$ cat src/hdl/lsm_pkg.sv
`default_nettype none
package lsm_pkg;

    // ==========================================================
    // operation codes
    typedef enum logic [2:0] {
        LSM_OP_NONE = 3'b000,  // idle
        LSM_OP_OR   = 3'b001,  // or_accumulator_with_file
        LSM_OP_LSL  = 3'b010,  // logical_shift_left_file
        LSM_OP_LSR  = 3'b011,  // logical_shift_right_file
        LSM_OP_MOV  = 3'b100,  // move_file_register
        LSM_OP_IND  = 3'b101,  // indirect_load_to_accumulator, update code form
        LSM_OP_REL  = 3'b110   // indirect_load_to_accumulator, relative offset form
    } lsm_op_t;

    // ==========================================================
    // pointer update codes
    localparam logic [1:0] LSM_UPD_PRE_INC  = 2'h0;
    localparam logic [1:0] LSM_UPD_PRE_DEC  = 2'h1;
    localparam logic [1:0] LSM_UPD_POST_INC = 2'h2;
    localparam logic [1:0] LSM_UPD_POST_DEC = 2'h3;

    // ==========================================================
    // widths, reset values, file addresses
    localparam int          LSM_DW          = 8;
    localparam int          LSM_AW          = 16;
    localparam logic [6:0]  LSM_FADDR_IND0  = 7'h00;   // indirect_access_port 0
    localparam logic [6:0]  LSM_FADDR_IND1  = 7'h01;   // indirect_access_port 1
    localparam logic [7:0]  LSM_ACC_RST     = 8'h00;
    localparam logic [15:0] LSM_PTR_RST     = 16'h0000;
    localparam logic [15:0] LSM_PTR_STEP    = 16'h0001;

    // ==========================================================
    // instruction as issued by the core
    typedef struct packed {
        lsm_op_t    op;      // operation
        logic       dest;    // 0 accumulator, 1 file register
        logic [6:0] faddr;   // file address
        logic       psel;    // pointer index
        logic [1:0] upd;     // pointer_update_code
        logic [5:0] offs;    // signed relative offset
    } lsm_instr_t;

    // data-memory request
    typedef struct packed {
        logic        rd;
        logic        wr;
        logic [15:0] addr;
        logic [7:0]  wdata;
    } lsm_mem_req_t;

    // status flags
    typedef struct packed {
        logic carry;
        logic zero;
    } lsm_flags_t;

endpackage
`default_nettype wire

$ cat src/hdl/lsm_ptr_unit.sv
`timescale 1ns/1ps
`default_nettype none
// ==========================================================
// pointer adjust: effective address and next pointer value
module lsm_ptr_unit
    import lsm_pkg::*;
(
    input  wire logic [15:0] ptr,       // current pointer
    input  wire logic        rel,       // relative offset form
    input  wire logic [1:0]  upd,       // pointer_update_code
    input  wire logic [5:0]  offs,      // signed offset
    output logic      [15:0] eff_addr,  // address used for the access
    output logic      [15:0] ptr_next   // pointer after the access
);
    logic [15:0] inc;   // wraps FFFF->0000 by width
    logic [15:0] dec;   // wraps 0000->FFFF by width
    logic [15:0] sext;  // sign-extended offset

    always_comb begin
        inc  = ptr + LSM_PTR_STEP;                  // RULE_10
        dec  = ptr - LSM_PTR_STEP;                  // RULE_10
        sext = {{10{offs[5]}}, offs};
        if (rel) begin
            eff_addr = ptr + sext;                  // RULE_08
            ptr_next = ptr;                         // RULE_08
        end else begin
            unique case (upd)                       // RULE_07
                LSM_UPD_PRE_INC: begin
                    eff_addr = inc;
                    ptr_next = inc;
                end
                LSM_UPD_PRE_DEC: begin
                    eff_addr = dec;
                    ptr_next = dec;
                end
                LSM_UPD_POST_INC: begin
                    eff_addr = ptr;
                    ptr_next = inc;
                end
                LSM_UPD_POST_DEC: begin
                    eff_addr = ptr;
                    ptr_next = dec;
                end
            endcase
        end
    end
endmodule
`default_nettype wire

$ cat src/hdl/lsm_core.sv
// Contract
// RULE_01 - dest bit 0 accumulator, 1 file
// RULE_02 - or with file, zero flag only
// RULE_03 - left shift: bit7 to carry, zero in
// RULE_04 - right shift: bit0 to carry, zero in
// RULE_05 - move file, zero flag, one cycle
// RULE_06 - indirect load via selected pointer, zero flag
// RULE_07 - update code: pre/post increment/decrement
// RULE_08 - relative offset -32..31, pointer unchanged
// RULE_09 - indirect ports redirect to pointer address
// RULE_10 - 16-bit pointers wrap at both ends
// RULE_11 - pointer adjust never touches flags
// RULE_12 - zero flag set when result zero
`timescale 1ns/1ps
`default_nettype none
module lsm_core
    import lsm_pkg::*;
(
    input  wire logic         sys_clk,     // 200 MHz core clock
    input  wire logic         rst_n,       // async, active low
    input  wire lsm_instr_t   instr,       // instruction, one per cycle
    input  wire logic         instr_vld,   // instruction valid
    input  wire logic [7:0]   file_rdata,  // direct file register read data
    input  wire logic [7:0]   mem_rdata,   // data memory read data (same cycle)
    input  wire logic         ptr_wr,      // core writes a pointer
    input  wire logic         ptr_wsel,    // which pointer
    input  wire logic [15:0]  ptr_wdata,   // pointer write value
    output logic [6:0]        file_raddr,  // direct file read address
    output lsm_mem_req_t      mem_req,     // data memory request (combinational read)
    output logic [7:0]        file_wdata,  // registered file write data
    output logic [6:0]        file_waddr,  // registered file write address
    output logic              file_we,     // registered file write strobe
    output logic [7:0]        mem_wdata_q, // registered indirect write data
    output logic [15:0]       mem_waddr_q, // registered indirect write address
    output logic              mem_we_q,    // registered indirect write strobe
    output logic [7:0]        acc,         // accumulator
    output lsm_flags_t        flags,       // carry and zero
    output logic [15:0]       ptr0,        // pointer 0
    output logic [15:0]       ptr1         // pointer 1
);

    // ==========================================================
    // helpers
    function automatic logic is_zero(input logic [7:0] v);
        return (v == 8'h00);                                 // RULE_12
    endfunction

    function automatic logic is_ind_port(input logic [6:0] a);
        return (a == LSM_FADDR_IND0) || (a == LSM_FADDR_IND1);
    endfunction

    // ==========================================================
    // state
    logic [7:0]  acc_q, acc_d;       // accumulator
    lsm_flags_t  flg_q, flg_d;       // status flags
    logic [15:0] ptr_q [2];          // pointer_register pair
    logic [15:0] ptr_d [2];
    logic [7:0]  fwd_q, fwd_d;       // file write data
    logic [6:0]  fwa_q, fwa_d;       // file write address
    logic        fwe_q, fwe_d;       // file write strobe
    logic [7:0]  mwd_q, mwd_d;       // indirect write data
    logic [15:0] mwa_q, mwa_d;       // indirect write address
    logic        mwe_q, mwe_d;       // indirect write strobe

    // ==========================================================
    // pointer arithmetic for the selected pointer
    logic [15:0] ptr_sel;            // selected pointer
    logic [15:0] eff_addr;           // access address
    logic [15:0] ptr_next;           // adjusted pointer
    logic        ind_op;             // indirect load this cycle
    logic        redirect;           // direct op naming an indirect port
    logic [15:0] redir_addr;         // pointer behind that port
    logic [7:0]  src;                // operand after redirection
    logic [7:0]  res;                // 8-bit result
    logic        carry_new;          // shifted-out bit

    assign ind_op     = instr_vld && (instr.op == LSM_OP_IND || instr.op == LSM_OP_REL);
    assign ptr_sel    = ptr_q[instr.psel];
    // port address bit 0 picks the pointer
    assign redirect   = instr_vld && !ind_op && instr.op != LSM_OP_NONE
                        && is_ind_port(instr.faddr);         // RULE_09
    assign redir_addr = ptr_q[instr.faddr[0]];               // RULE_09

    lsm_ptr_unit u_ptr (
        .ptr      (ptr_sel),
        .rel      (instr.op == LSM_OP_REL),
        .upd      (instr.upd),
        .offs     (instr.offs),
        .eff_addr (eff_addr),
        .ptr_next (ptr_next)
    );

    // ==========================================================
    // read ports, combinational so the op finishes in one cycle
    always_comb begin
        file_raddr    = instr.faddr;
        mem_req.rd    = ind_op || redirect;                  // RULE_06
        mem_req.wr    = 1'b0;                                // writes go via the _q port
        mem_req.addr  = ind_op ? eff_addr : redir_addr;
        mem_req.wdata = 8'h00;
        src           = redirect ? mem_rdata : file_rdata;   // RULE_09
    end

    // ==========================================================
    // datapath and next state
    always_comb begin
        acc_d     = acc_q;
        flg_d     = flg_q;
        ptr_d[0]  = ptr_q[0];
        ptr_d[1]  = ptr_q[1];
        fwd_d     = fwd_q;
        fwa_d     = fwa_q;
        fwe_d     = 1'b0;
        mwd_d     = mwd_q;
        mwa_d     = mwa_q;
        mwe_d     = 1'b0;
        res       = 8'h00;
        carry_new = flg_q.carry;
        // pointer load from the core; an instruction update wins below
        if (ptr_wr) begin
            ptr_d[ptr_wsel] = ptr_wdata;
        end
        if (instr_vld) begin
            unique case (instr.op)
                LSM_OP_NONE: begin
                    res = 8'h00;                             // idle
                end
                LSM_OP_OR: begin
                    res = acc_q | src;                       // RULE_02
                end
                LSM_OP_LSL: begin
                    res       = {src[6:0], 1'b0};            // RULE_03
                    carry_new = src[7];                      // RULE_03
                end
                LSM_OP_LSR: begin
                    res       = {1'b0, src[7:1]};            // RULE_04
                    carry_new = src[0];                      // RULE_04
                end
                LSM_OP_MOV: begin
                    res = src;                               // RULE_05
                end
                LSM_OP_IND, LSM_OP_REL: begin
                    res              = mem_rdata;            // RULE_06
                    acc_d            = mem_rdata;            // RULE_06
                    ptr_d[instr.psel] = ptr_next;            // RULE_07
                    flg_d.zero       = is_zero(mem_rdata);   // RULE_06
                end
                default: begin
                    res = 8'h00;                             // unused code: no effect
                end
            endcase
            // direct file-register operations
            if (instr.op inside {LSM_OP_OR, LSM_OP_LSL, LSM_OP_LSR, LSM_OP_MOV}) begin
                flg_d.zero = is_zero(res);                   // RULE_12
                if (instr.op == LSM_OP_LSL || instr.op == LSM_OP_LSR) begin
                    flg_d.carry = carry_new;                 // RULE_03
                end
                if (!instr.dest) begin
                    acc_d = res;                             // RULE_01
                end else if (redirect) begin
                    mwd_d = res;                             // RULE_09
                    mwa_d = redir_addr;
                    mwe_d = 1'b1;
                end else begin
                    fwd_d = res;                             // RULE_01
                    fwa_d = instr.faddr;
                    fwe_d = 1'b1;
                end
            end
        end
    end

    // ==========================================================
    // registers only
    always_ff @(posedge sys_clk or negedge rst_n) begin
        if (!rst_n) begin
            acc_q    <= LSM_ACC_RST;
            flg_q    <= '0;
            ptr_q[0] <= LSM_PTR_RST;
            ptr_q[1] <= LSM_PTR_RST;
            fwd_q    <= 8'h00;
            fwa_q    <= 7'h00;
            fwe_q    <= 1'b0;
            mwd_q    <= 8'h00;
            mwa_q    <= 16'h0000;
            mwe_q    <= 1'b0;
        end else begin
            acc_q    <= acc_d;
            flg_q    <= flg_d;
            ptr_q[0] <= ptr_d[0];
            ptr_q[1] <= ptr_d[1];
            fwd_q    <= fwd_d;
            fwa_q    <= fwa_d;
            fwe_q    <= fwe_d;
            mwd_q    <= mwd_d;
            mwa_q    <= mwa_d;
            mwe_q    <= mwe_d;
        end
    end

    // outputs straight from flops (mem_req/file_raddr are read-address paths)
    assign acc         = acc_q;
    assign flags       = flg_q;
    assign ptr0        = ptr_q[0];
    assign ptr1        = ptr_q[1];
    assign file_wdata  = fwd_q;
    assign file_waddr  = fwa_q;
    assign file_we     = fwe_q;
    assign mem_wdata_q = mwd_q;
    assign mem_waddr_q = mwa_q;
    assign mem_we_q    = mwe_q;

    // ==========================================================
    // checks
    // the result properties look one edge after the op, once the registered
    // results stand; the read-address ones check in the op's own cycle;
    // direct ops on an indirect port read memory, not file data, so the
    // direct group leaves them to the port group and the bench walks
    // pointer 1 through both of its wrap points

    // direct file operations
    or_result_a: assert property (@(posedge sys_clk) disable iff (!rst_n)  // RULE_02
        instr_vld && instr.op == LSM_OP_OR && !instr.dest && !redirect
        |=> acc == ($past(acc) | $past(file_rdata)) && flags.carry == $past(flags.carry))
        else $error("or result wrong");
    dest_file_a: assert property (@(posedge sys_clk) disable iff (!rst_n)  // RULE_01
        instr_vld && instr.op == LSM_OP_MOV && instr.dest && !redirect
        |=> file_we && file_wdata == $past(file_rdata) && acc == $past(acc))
        else $error("move to file wrong");
    shl_carry_a: assert property (@(posedge sys_clk) disable iff (!rst_n)  // RULE_03
        instr_vld && instr.op == LSM_OP_LSL && !redirect
        |=> flags.carry == $past(file_rdata[7]))
        else $error("left shift carry wrong");
    lsl_value_a: assert property (@(posedge sys_clk) disable iff (!rst_n)  // RULE_03
        instr_vld && instr.op == LSM_OP_LSL && !instr.dest && !redirect
        |=> acc == {$past(file_rdata[6:0]), 1'b0} && flags.zero == ($past(file_rdata[6:0]) == 7'h00))
        else $error("left shift value wrong");
    shr_value_a: assert property (@(posedge sys_clk) disable iff (!rst_n)  // RULE_04
        instr_vld && instr.op == LSM_OP_LSR && !instr.dest && !redirect
        |=> acc == {1'b0, $past(file_rdata[7:1])} && flags.carry == $past(file_rdata[0]))
        else $error("right shift wrong");
    zero_flag_a: assert property (@(posedge sys_clk) disable iff (!rst_n)  // RULE_12
        instr_vld && instr.op == LSM_OP_MOV && !instr.dest && !redirect
        |=> flags.zero == (acc == 8'h00))
        else $error("zero flag wrong");

    // write strobes only follow an op; a stray strobe would corrupt
    // a file register or memory byte the core never meant to touch
    idle_write_a: assert property (@(posedge sys_clk) disable iff (!rst_n)  // RULE_01
        !instr_vld |=> !file_we && !mem_we_q)
        else $error("write without an op");

    // pointer adjust and indirect load; sums are cut to 16 bits by
    // the compare width, which is exactly the wrap the pointers need
    ind_load_a: assert property (@(posedge sys_clk) disable iff (!rst_n)  // RULE_06
        ind_op |=> acc == $past(mem_rdata) && flags.zero == ($past(mem_rdata) == 8'h00))
        else $error("indirect load wrong");
    pre_inc_a: assert property (@(posedge sys_clk) disable iff (!rst_n)  // RULE_07
        instr_vld && instr.op == LSM_OP_IND && instr.upd == LSM_UPD_PRE_INC && !instr.psel
        |-> mem_req.addr == ptr0 + 16'h0001 ##1 ptr0 == $past(ptr0) + 16'h0001)
        else $error("pre-increment wrong");
    pre_dec_a: assert property (@(posedge sys_clk) disable iff (!rst_n)  // RULE_07
        instr_vld && instr.op == LSM_OP_IND && instr.upd == LSM_UPD_PRE_DEC && instr.psel
        |-> mem_req.addr == ptr1 - 16'h0001 ##1 ptr1 == $past(ptr1) - 16'h0001)
        else $error("pre-decrement wrong");
    post_inc_a: assert property (@(posedge sys_clk) disable iff (!rst_n)  // RULE_07
        instr_vld && instr.op == LSM_OP_IND && instr.upd == LSM_UPD_POST_INC && instr.psel
        |-> mem_req.addr == ptr1 ##1 ptr1 == $past(ptr1) + 16'h0001)
        else $error("post-increment wrong");
    post_dec_a: assert property (@(posedge sys_clk) disable iff (!rst_n)  // RULE_10
        instr_vld && instr.op == LSM_OP_IND && instr.upd == LSM_UPD_POST_DEC && instr.psel
        |-> mem_req.addr == ptr1 ##1 ptr1 == $past(ptr1) - 16'h0001)
        else $error("post-decrement wrong");
    rel_addr_a: assert property (@(posedge sys_clk) disable iff (!rst_n)  // RULE_08
        instr_vld && instr.op == LSM_OP_REL && !instr.psel
        |-> mem_req.addr == ptr0 + {{10{instr.offs[5]}}, instr.offs})
        else $error("relative address wrong");
    rel_hold_a: assert property (@(posedge sys_clk) disable iff (!rst_n)  // RULE_08
        instr_vld && instr.op == LSM_OP_REL && !instr.psel && !ptr_wr
        |=> ptr0 == $past(ptr0))
        else $error("relative form moved pointer");
    ptr_flag_a: assert property (@(posedge sys_clk) disable iff (!rst_n)  // RULE_11
        ind_op |=> flags.carry == $past(flags.carry))
        else $error("pointer adjust changed carry");
    ptr_load_a: assert property (@(posedge sys_clk) disable iff (!rst_n)  // RULE_10
        ptr_wr && !ind_op
        |=> ($past(ptr_wsel) ? ptr1 : ptr0) == $past(ptr_wdata))
        else $error("pointer load lost");

    // indirect ports: redirected to the pointer, pointer left alone,
    // so a port access can never double as a hidden pointer step
    port_read_a: assert property (@(posedge sys_clk) disable iff (!rst_n)  // RULE_09
        instr_vld && instr.op inside {LSM_OP_OR, LSM_OP_LSL, LSM_OP_LSR, LSM_OP_MOV} && is_ind_port(instr.faddr)
        |-> mem_req.rd && mem_req.addr == (instr.faddr[0] ? ptr1 : ptr0))
        else $error("port read misdirected");
    port_write_a: assert property (@(posedge sys_clk) disable iff (!rst_n)  // RULE_09
        instr_vld && instr.op == LSM_OP_MOV && instr.dest && is_ind_port(instr.faddr)
        |=> mem_we_q && !file_we && mem_waddr_q == $past(mem_req.addr) && mem_wdata_q == $past(mem_rdata))
        else $error("port write misdirected");
    port_hold_a: assert property (@(posedge sys_clk) disable iff (!rst_n)  // RULE_09
        instr_vld && instr.op inside {LSM_OP_OR, LSM_OP_LSL, LSM_OP_LSR, LSM_OP_MOV} && is_ind_port(instr.faddr)
        && !ptr_wr |=> ptr0 == $past(ptr0) && ptr1 == $past(ptr1))
        else $error("port access moved pointer");

endmodule
`default_nettype wire

$ cat config.mk
export PLATFORM = sky130hd
export DESIGN_NAME = lsm_core
export DESIGN_NICKNAME = d
export VERILOG_FILES = /design/src/hdl/lsm_pkg.sv /design/src/hdl/lsm_ptr_unit.sv /design/src/hdl/lsm_core.sv
export SDC_FILE = /design/constraint.sdc
export NUM_CORES = 1
export LEC_CHECK = 0
export BUFFER_PORTS_ARGS = -buffer_cell sky130_fd_sc_hd__buf_2
export CAP_MARGIN = 20
export CORE_AREA = 2 2 107 130
export DETAILED_ROUTE_END_ITERATION = 12
export DIE_AREA = 0 0 109 132
export HOLD_SLACK_MARGIN = 0.12
export PLACE_DENSITY = 0.76
export SYNTH_ARGS = -nofsm -noshare
export SYNTH_HDL_FRONTEND = slang
export SYNTH_SLANG_ARGS = --single-unit
$ cat constraint.sdc
create_clock -name sys_clk -period 7.1 [get_ports sys_clk]
set_input_delay 0 -clock sys_clk [delete_from_list [all_inputs] [get_ports sys_clk]]
set_output_delay 0 -clock sys_clk [all_outputs]
set_load 0.01 [all_outputs]
* After elaboration in Yosys (flattened, before gate mapping)
Index checks and enable logic that the tools add are counted.
Word-level totals: bits in registers 83, input bits 57, output and inout bits 116, logic and storage cells 98
Cells by class: $add $sub $neg 3, order comparisons 5, equal/unequal tests 10, multiplexer cells 37, bitwise logic cells 5, reductions and logical operators 27
Operator list (number):
- $mux W16 | 11
- $mux W32 | 3
- $bwmux W32 | 2
- $pmux W16 S3 | 1
- $mux W8 | 5
- $pmux W8 S5 | 1
- $demux W16 S1 | 2
- $pmux W16 S2 | 1
- $add A16 B1 Y16 const B | 1
- $add A16 B16 Y16 | 1
- $logic_not A8 Y1 | 2
- $sub A16 B1 Y16 const B | 1
- $reduce_and A4 Y1 | 3
- $mux W1 | 10
- $eq A3 B3 Y1 const B | 3
- $or A8 B8 Y8 | 1
- $reduce_or A2 Y1 | 4
- $eq A7 B1 Y1 const B | 1
- $logic_not A7 Y1 | 1
- $eq A3 B2 Y1 const B | 2
- $ge A2 B2 Y1 const B | 3
- $logic_and A1 B1 Y1 | 6
- $not A1 Y2 | 3
- $eq A2 B2 Y1 const B | 2
- other kinds (12) | 17

* Longest topological paths before layout
depth in word-level cells 13, mapped depth 14, mapped depth without buffers 13

* Modules after synthesis
From an unflattened synthesis, not the netlist that was laid out.
Unflattened totals: cells, all modules 779, area, all modules 6713.9 um2
By module, submodules not included:
- lsm_core | times used 1, cells an instance 513, area each 4958.5 um2, sequential area each 2077.0 um2
- lsm_ptr_unit | times used 1, cells an instance 266, area each 1755.4 um2, sequential area each 0.0 um2

* Least setup slack after synthesis
No wires, ideal clock.
path type input-to-output, from in instr[8] (netlist bit), to out mem_req[20] (netlist bit), data arrival time 2964 ps, required time 7100 ps, slack 4136 ps, stages on the path 13, buffers on the path 2, path through buf_2 > buf_1 > mux2i_1 > inv_1 > ha_1 > nor2b_1 > o2111ai_1 > and4_1 > or3_1 > nand2_1 > nor2_1 > xor2_1 > a222oi_1
RTL lines:
- from (decl) | RTL line lsm_core.sv:21 | input wire lsm_instr_t instr,
- to (decl) | RTL line lsm_core.sv:29 | output lsm_mem_req_t mem_req,

* Worst setup path after layout
from in instr_vld, to reg acc_q[0] (netlist: acc[0])
On the way: longest elaborated chain between the ends 11
Ends and longest elaborated chain:
- from (decl) | RTL line lsm_core.sv:22 | input wire logic instr_vld,
- $logic_and A1 B1 Y1 | RTL line lsm_core.sv:77 | assign ind_op = instr_vld && (instr.op == LSM_OP_IND || instr.op == LSM_OP_REL);
- $logic_not A1 Y1 | RTL line lsm_core.sv:80 | assign redirect = instr_vld && !ind_op && instr.op != LSM_OP_NONE
- $logic_and A1 B1 Y1 (2 in series) | RTL line lsm_core.sv:80
- $logic_and A1 B1 Y1 | RTL line lsm_core.sv:81 | && is_ind_port(instr.faddr);
- $mux W8 | RTL line lsm_core.sv:101 | src = redirect ? mem_rdata : file_rdata;
- $or A8 B8 Y8 | RTL line lsm_core.sv:129 | res = acc_q | src;
- $pmux W8 S5 | RTL line lsm_core.sv:124 | unique case (instr.op)
- $mux W8 | RTL line lsm_core.sv:123 | if (instr_vld) begin
- $mux W8 | RTL line lsm_core.sv:158 | if (!instr.dest) begin
- $mux W8 | RTL line lsm_core.sv:153 | if (instr.op inside {LSM_OP_OR, LSM_OP_LSL, LSM_OP_LSR, LSM_OP_MOV}) begin
- to (signal assigned) | RTL line lsm_core.sv:177 | acc_q <= LSM_ACC_RST;
- to (signal assigned) | RTL line lsm_core.sv:188 | acc_q <= acc_d;
- to (decl) | RTL line lsm_core.sv:54 | logic [7:0] acc_q, acc_d;
Parallel ways exist; a longest one is shown, timed or not. The select of a mux whose other input is x is not followed. A chain may end at the register's enable or synchronous reset.

==> run summary <==
run status = finished, final reports clean
GRT met3 Usage = 0.0252
initial antenna violation count = 0
post-CTS sizing = 0
Worst setup startpoint = instr_vld
top post-synthesis cells by area = dfrtp_1, mux2i_1, a21oi_1
cell area after layout = 8050 um2
gr ovfl total = 0
Final Setup Violations = 0
Core Region = 13100 um2
I/O pins = 173
critical path class = in2reg
met1 Use GR = 0.367
Hold Fails Final Rpt = 0
post-placement cell count = 1088
CTS clk-pin slew, worst paths = 60 ps
Initial DRC Count = 551
Yosys top cell by area = dfrtp_1
startpoint types = input port
pre-CTS setup slack = 3560 ps
ANT nets after route = 0
sequential area share after synthesis = 0.317
H-tree Lvls = 3
fin crit share = 0.541
DR DRC count = 0
effective utilization at floorplan = 0.501
logic gate share of total power = 0.412
share of cells above drive strength 1 = 0.233
maximum vdd ir drop = 0.116 mV
DR pass1 iterations = 6
Via density = 5.95
Area growth syn-to-layout = 22.8%
top post-synthesis cells by count = nor2_1, a21oi_1, nand2_1
unrepaired setup endpoints after global routing = false
number of synthesized flops with an enable pin = 0
CTS Buf Count = 9
GP Congestion = 1.01
kind of end point of the critical path = register
Final Critical Period = 3840 ps
Pleak = 3.74 nW
critical-path maximum fanout = 19
Final Core Density = 0.616
count leader, synth = nor2_1
FF-to-FF Start = ptr1[1]
first-pass GRT wire length = 33000 um
hold path start = instr[6]
max-cap violations = 0
synthesized instance count = 804
vias in the first global route = 6417
Via Count = 6799
Top FF cell, synth = dfrtp_1
DP Area = 7360 um2
Cell variety after synth = 72
Post-Layout Cell Count = 1142
Req. time, crit path = 7320 ps
hold_buf cts = 37
n_diodes = 0
clock network power share = 0.249
setup_tns = 0 ps
worst skew pair latency = 340 ps
Die Footprint = 14400 um2
final setup margin = 3260 ps
crit-path cells = dlygate4sd3_1 > buf_2 > or4b_4 > nor2_1 > a21oi_1 > o21ai_0 > o22a_1 > o221ai_1 > o22ai_1 > a21oi_1 > dlygate4sd3_1
share of the synthesized area in the top cell type = 0.317
cell with the largest stage delay on the worst path = nor2_1
Synth async-reset ratio = 1.00
crit-path max cell delay = 750 ps
synthesized flop and latch total = 83
I/O Buffers = 163
synth warn = 0
Slew @ Worst Pin = 1090 ps
syn_area_per_cell = 8.15 um2
Bufs on Longest Clock Path = 2
clk sinks = 83
post-synth design cell area = 6550 um2
die width = 109 um
Routed WL = 21200 um
chip height = 132 um
row cnt = 46
PD cells = 229 nW/um2
total global-route track usage = 0.290
largest net degree at the start of global routing = 69
CP arrival = 4060 ps
Post-DP HPWL = 15300 um
Final nets = 1044
Max Freq = 260 MHz
Worst Skew = 6.06 ps
Relative slew margins = 0.266
wire length per cell = 18.6 um
Int Power = 1.12 mW
GRT busiest layer = met2
Seq pwr share = 0.339
Sw Ratio = 0.393
Setup Buffers After CTS = 0
root buffer cell = clkbuf_16
TritonCTS clock tree = yes
final slew viol count = 0
net switching power = 0.725 mW
met2 Use GR = 0.492
HP Class = in2reg
-- logic make-up after synthesis --
| family | Yosys count | share of synthesized area |
|---|---|---|
| multiplexers | 84 | 0.134 |
| XOR/XNOR | 38 | 0.0508 |
| adder cells (fa/ha/maj) | 18 | 0.0355 |
| flip-flops | 83 | 0.317 |
| AO/OA/AOI/OAI | 222 | 0.209 |
| buffers and inverters | 86 | 0.0602 |
| other | 1 | 0.000572 |
| AND/OR/NAND/NOR | 272 | 0.193 |
-- state kept, by name, summed over array words and instances (netlist names) --
register     flops
ptr0            16
mem_waddr_q     16
file_waddr       7
ptr1            16
file_we          1
file_wdata       8
acc              8
flags            2
mem_wdata_q      8
mem_we_q         1
-- layout make-up --
class	instances	area (um2)
sequential	83	2080
fill	1154	5020
timing repair buffer	208	1270
inverter	24	90.1
clock inverter	6	50.0
tap	168	210
clock buffer	10	239
multi-input combinational	643	4110
-- power by group through the flow --
stage	combinational [mW]	sequential [mW]	clock [mW]
final	0.761	0.626	0.459
after global routing	0.834	0.635	0.484
after CTS	0.750	0.624	0.466
after detailed placement	0.726	0.632	0
after global placement	0.716	0.631	0
after floorplan	0.463	0.646	0
-- routing by layer --
| metal | wire [um] | vias up | part of all wire |
|---|---|---|---|
| met5 | 0 | - | 0 |
| li1 | - | 3214 | - |
| met3 | 1480 | 58 | 0.070 |
| met4 | 793 | 0 | 0.037 |
| met1 | 8440 | 3169 | 0.40 |
| met2 | 10500 | 358 | 0.49 |
-- stage by stage --
stage / hold WS, ps / total power, mW
finish: 218 / 1.85
detailed placement: -132 / 1.36
global route: 248 / 1.95
floorplan: -296 / 1.11
CTS: 208 / 1.84
global placement: -135 / 1.35
-- cell usage in the layout (no fill, tap or decap), drive strengths merged, types with 17 or more instances in the layout --
cell type / synthesis / layout
o21ai: 54 / 54
inv: 23 / 24
dlygate4sd3: 0 / 37
ha: 17 / 17
xnor2: 26 / 26
nor2: 88 / 88
a21oi: 87 / 87
dfrtp: 83 / 83
nor3: 24 / 24
mux2: 32 / 32
buf: 28 / 171
mux2i: 52 / 52
nand2: 84 / 84
-- worst paths after layout --
kind                             endpoint  slack (ps)  depth (start not counted)
min in group asynchronous        ptr0[13]         410                          3
min                               ptr0[8]         220                          4
max reg2reg                      ptr1[14]        4030                          8
min reg2reg                mem_wdata_q[3]         460                          2
max in group asynchronous   file_wdata[1]        5920                          3
max                                acc[0]        3260                         11
-- worst max-delay path, delay by kind of cell --
kind | cells | cell delay, ps
buf+inv | 3 | 1450
compound gates | 6 | 1330
simple gates | 2 | 1280
No activity file was read; power rests on OpenSTA's default activity.
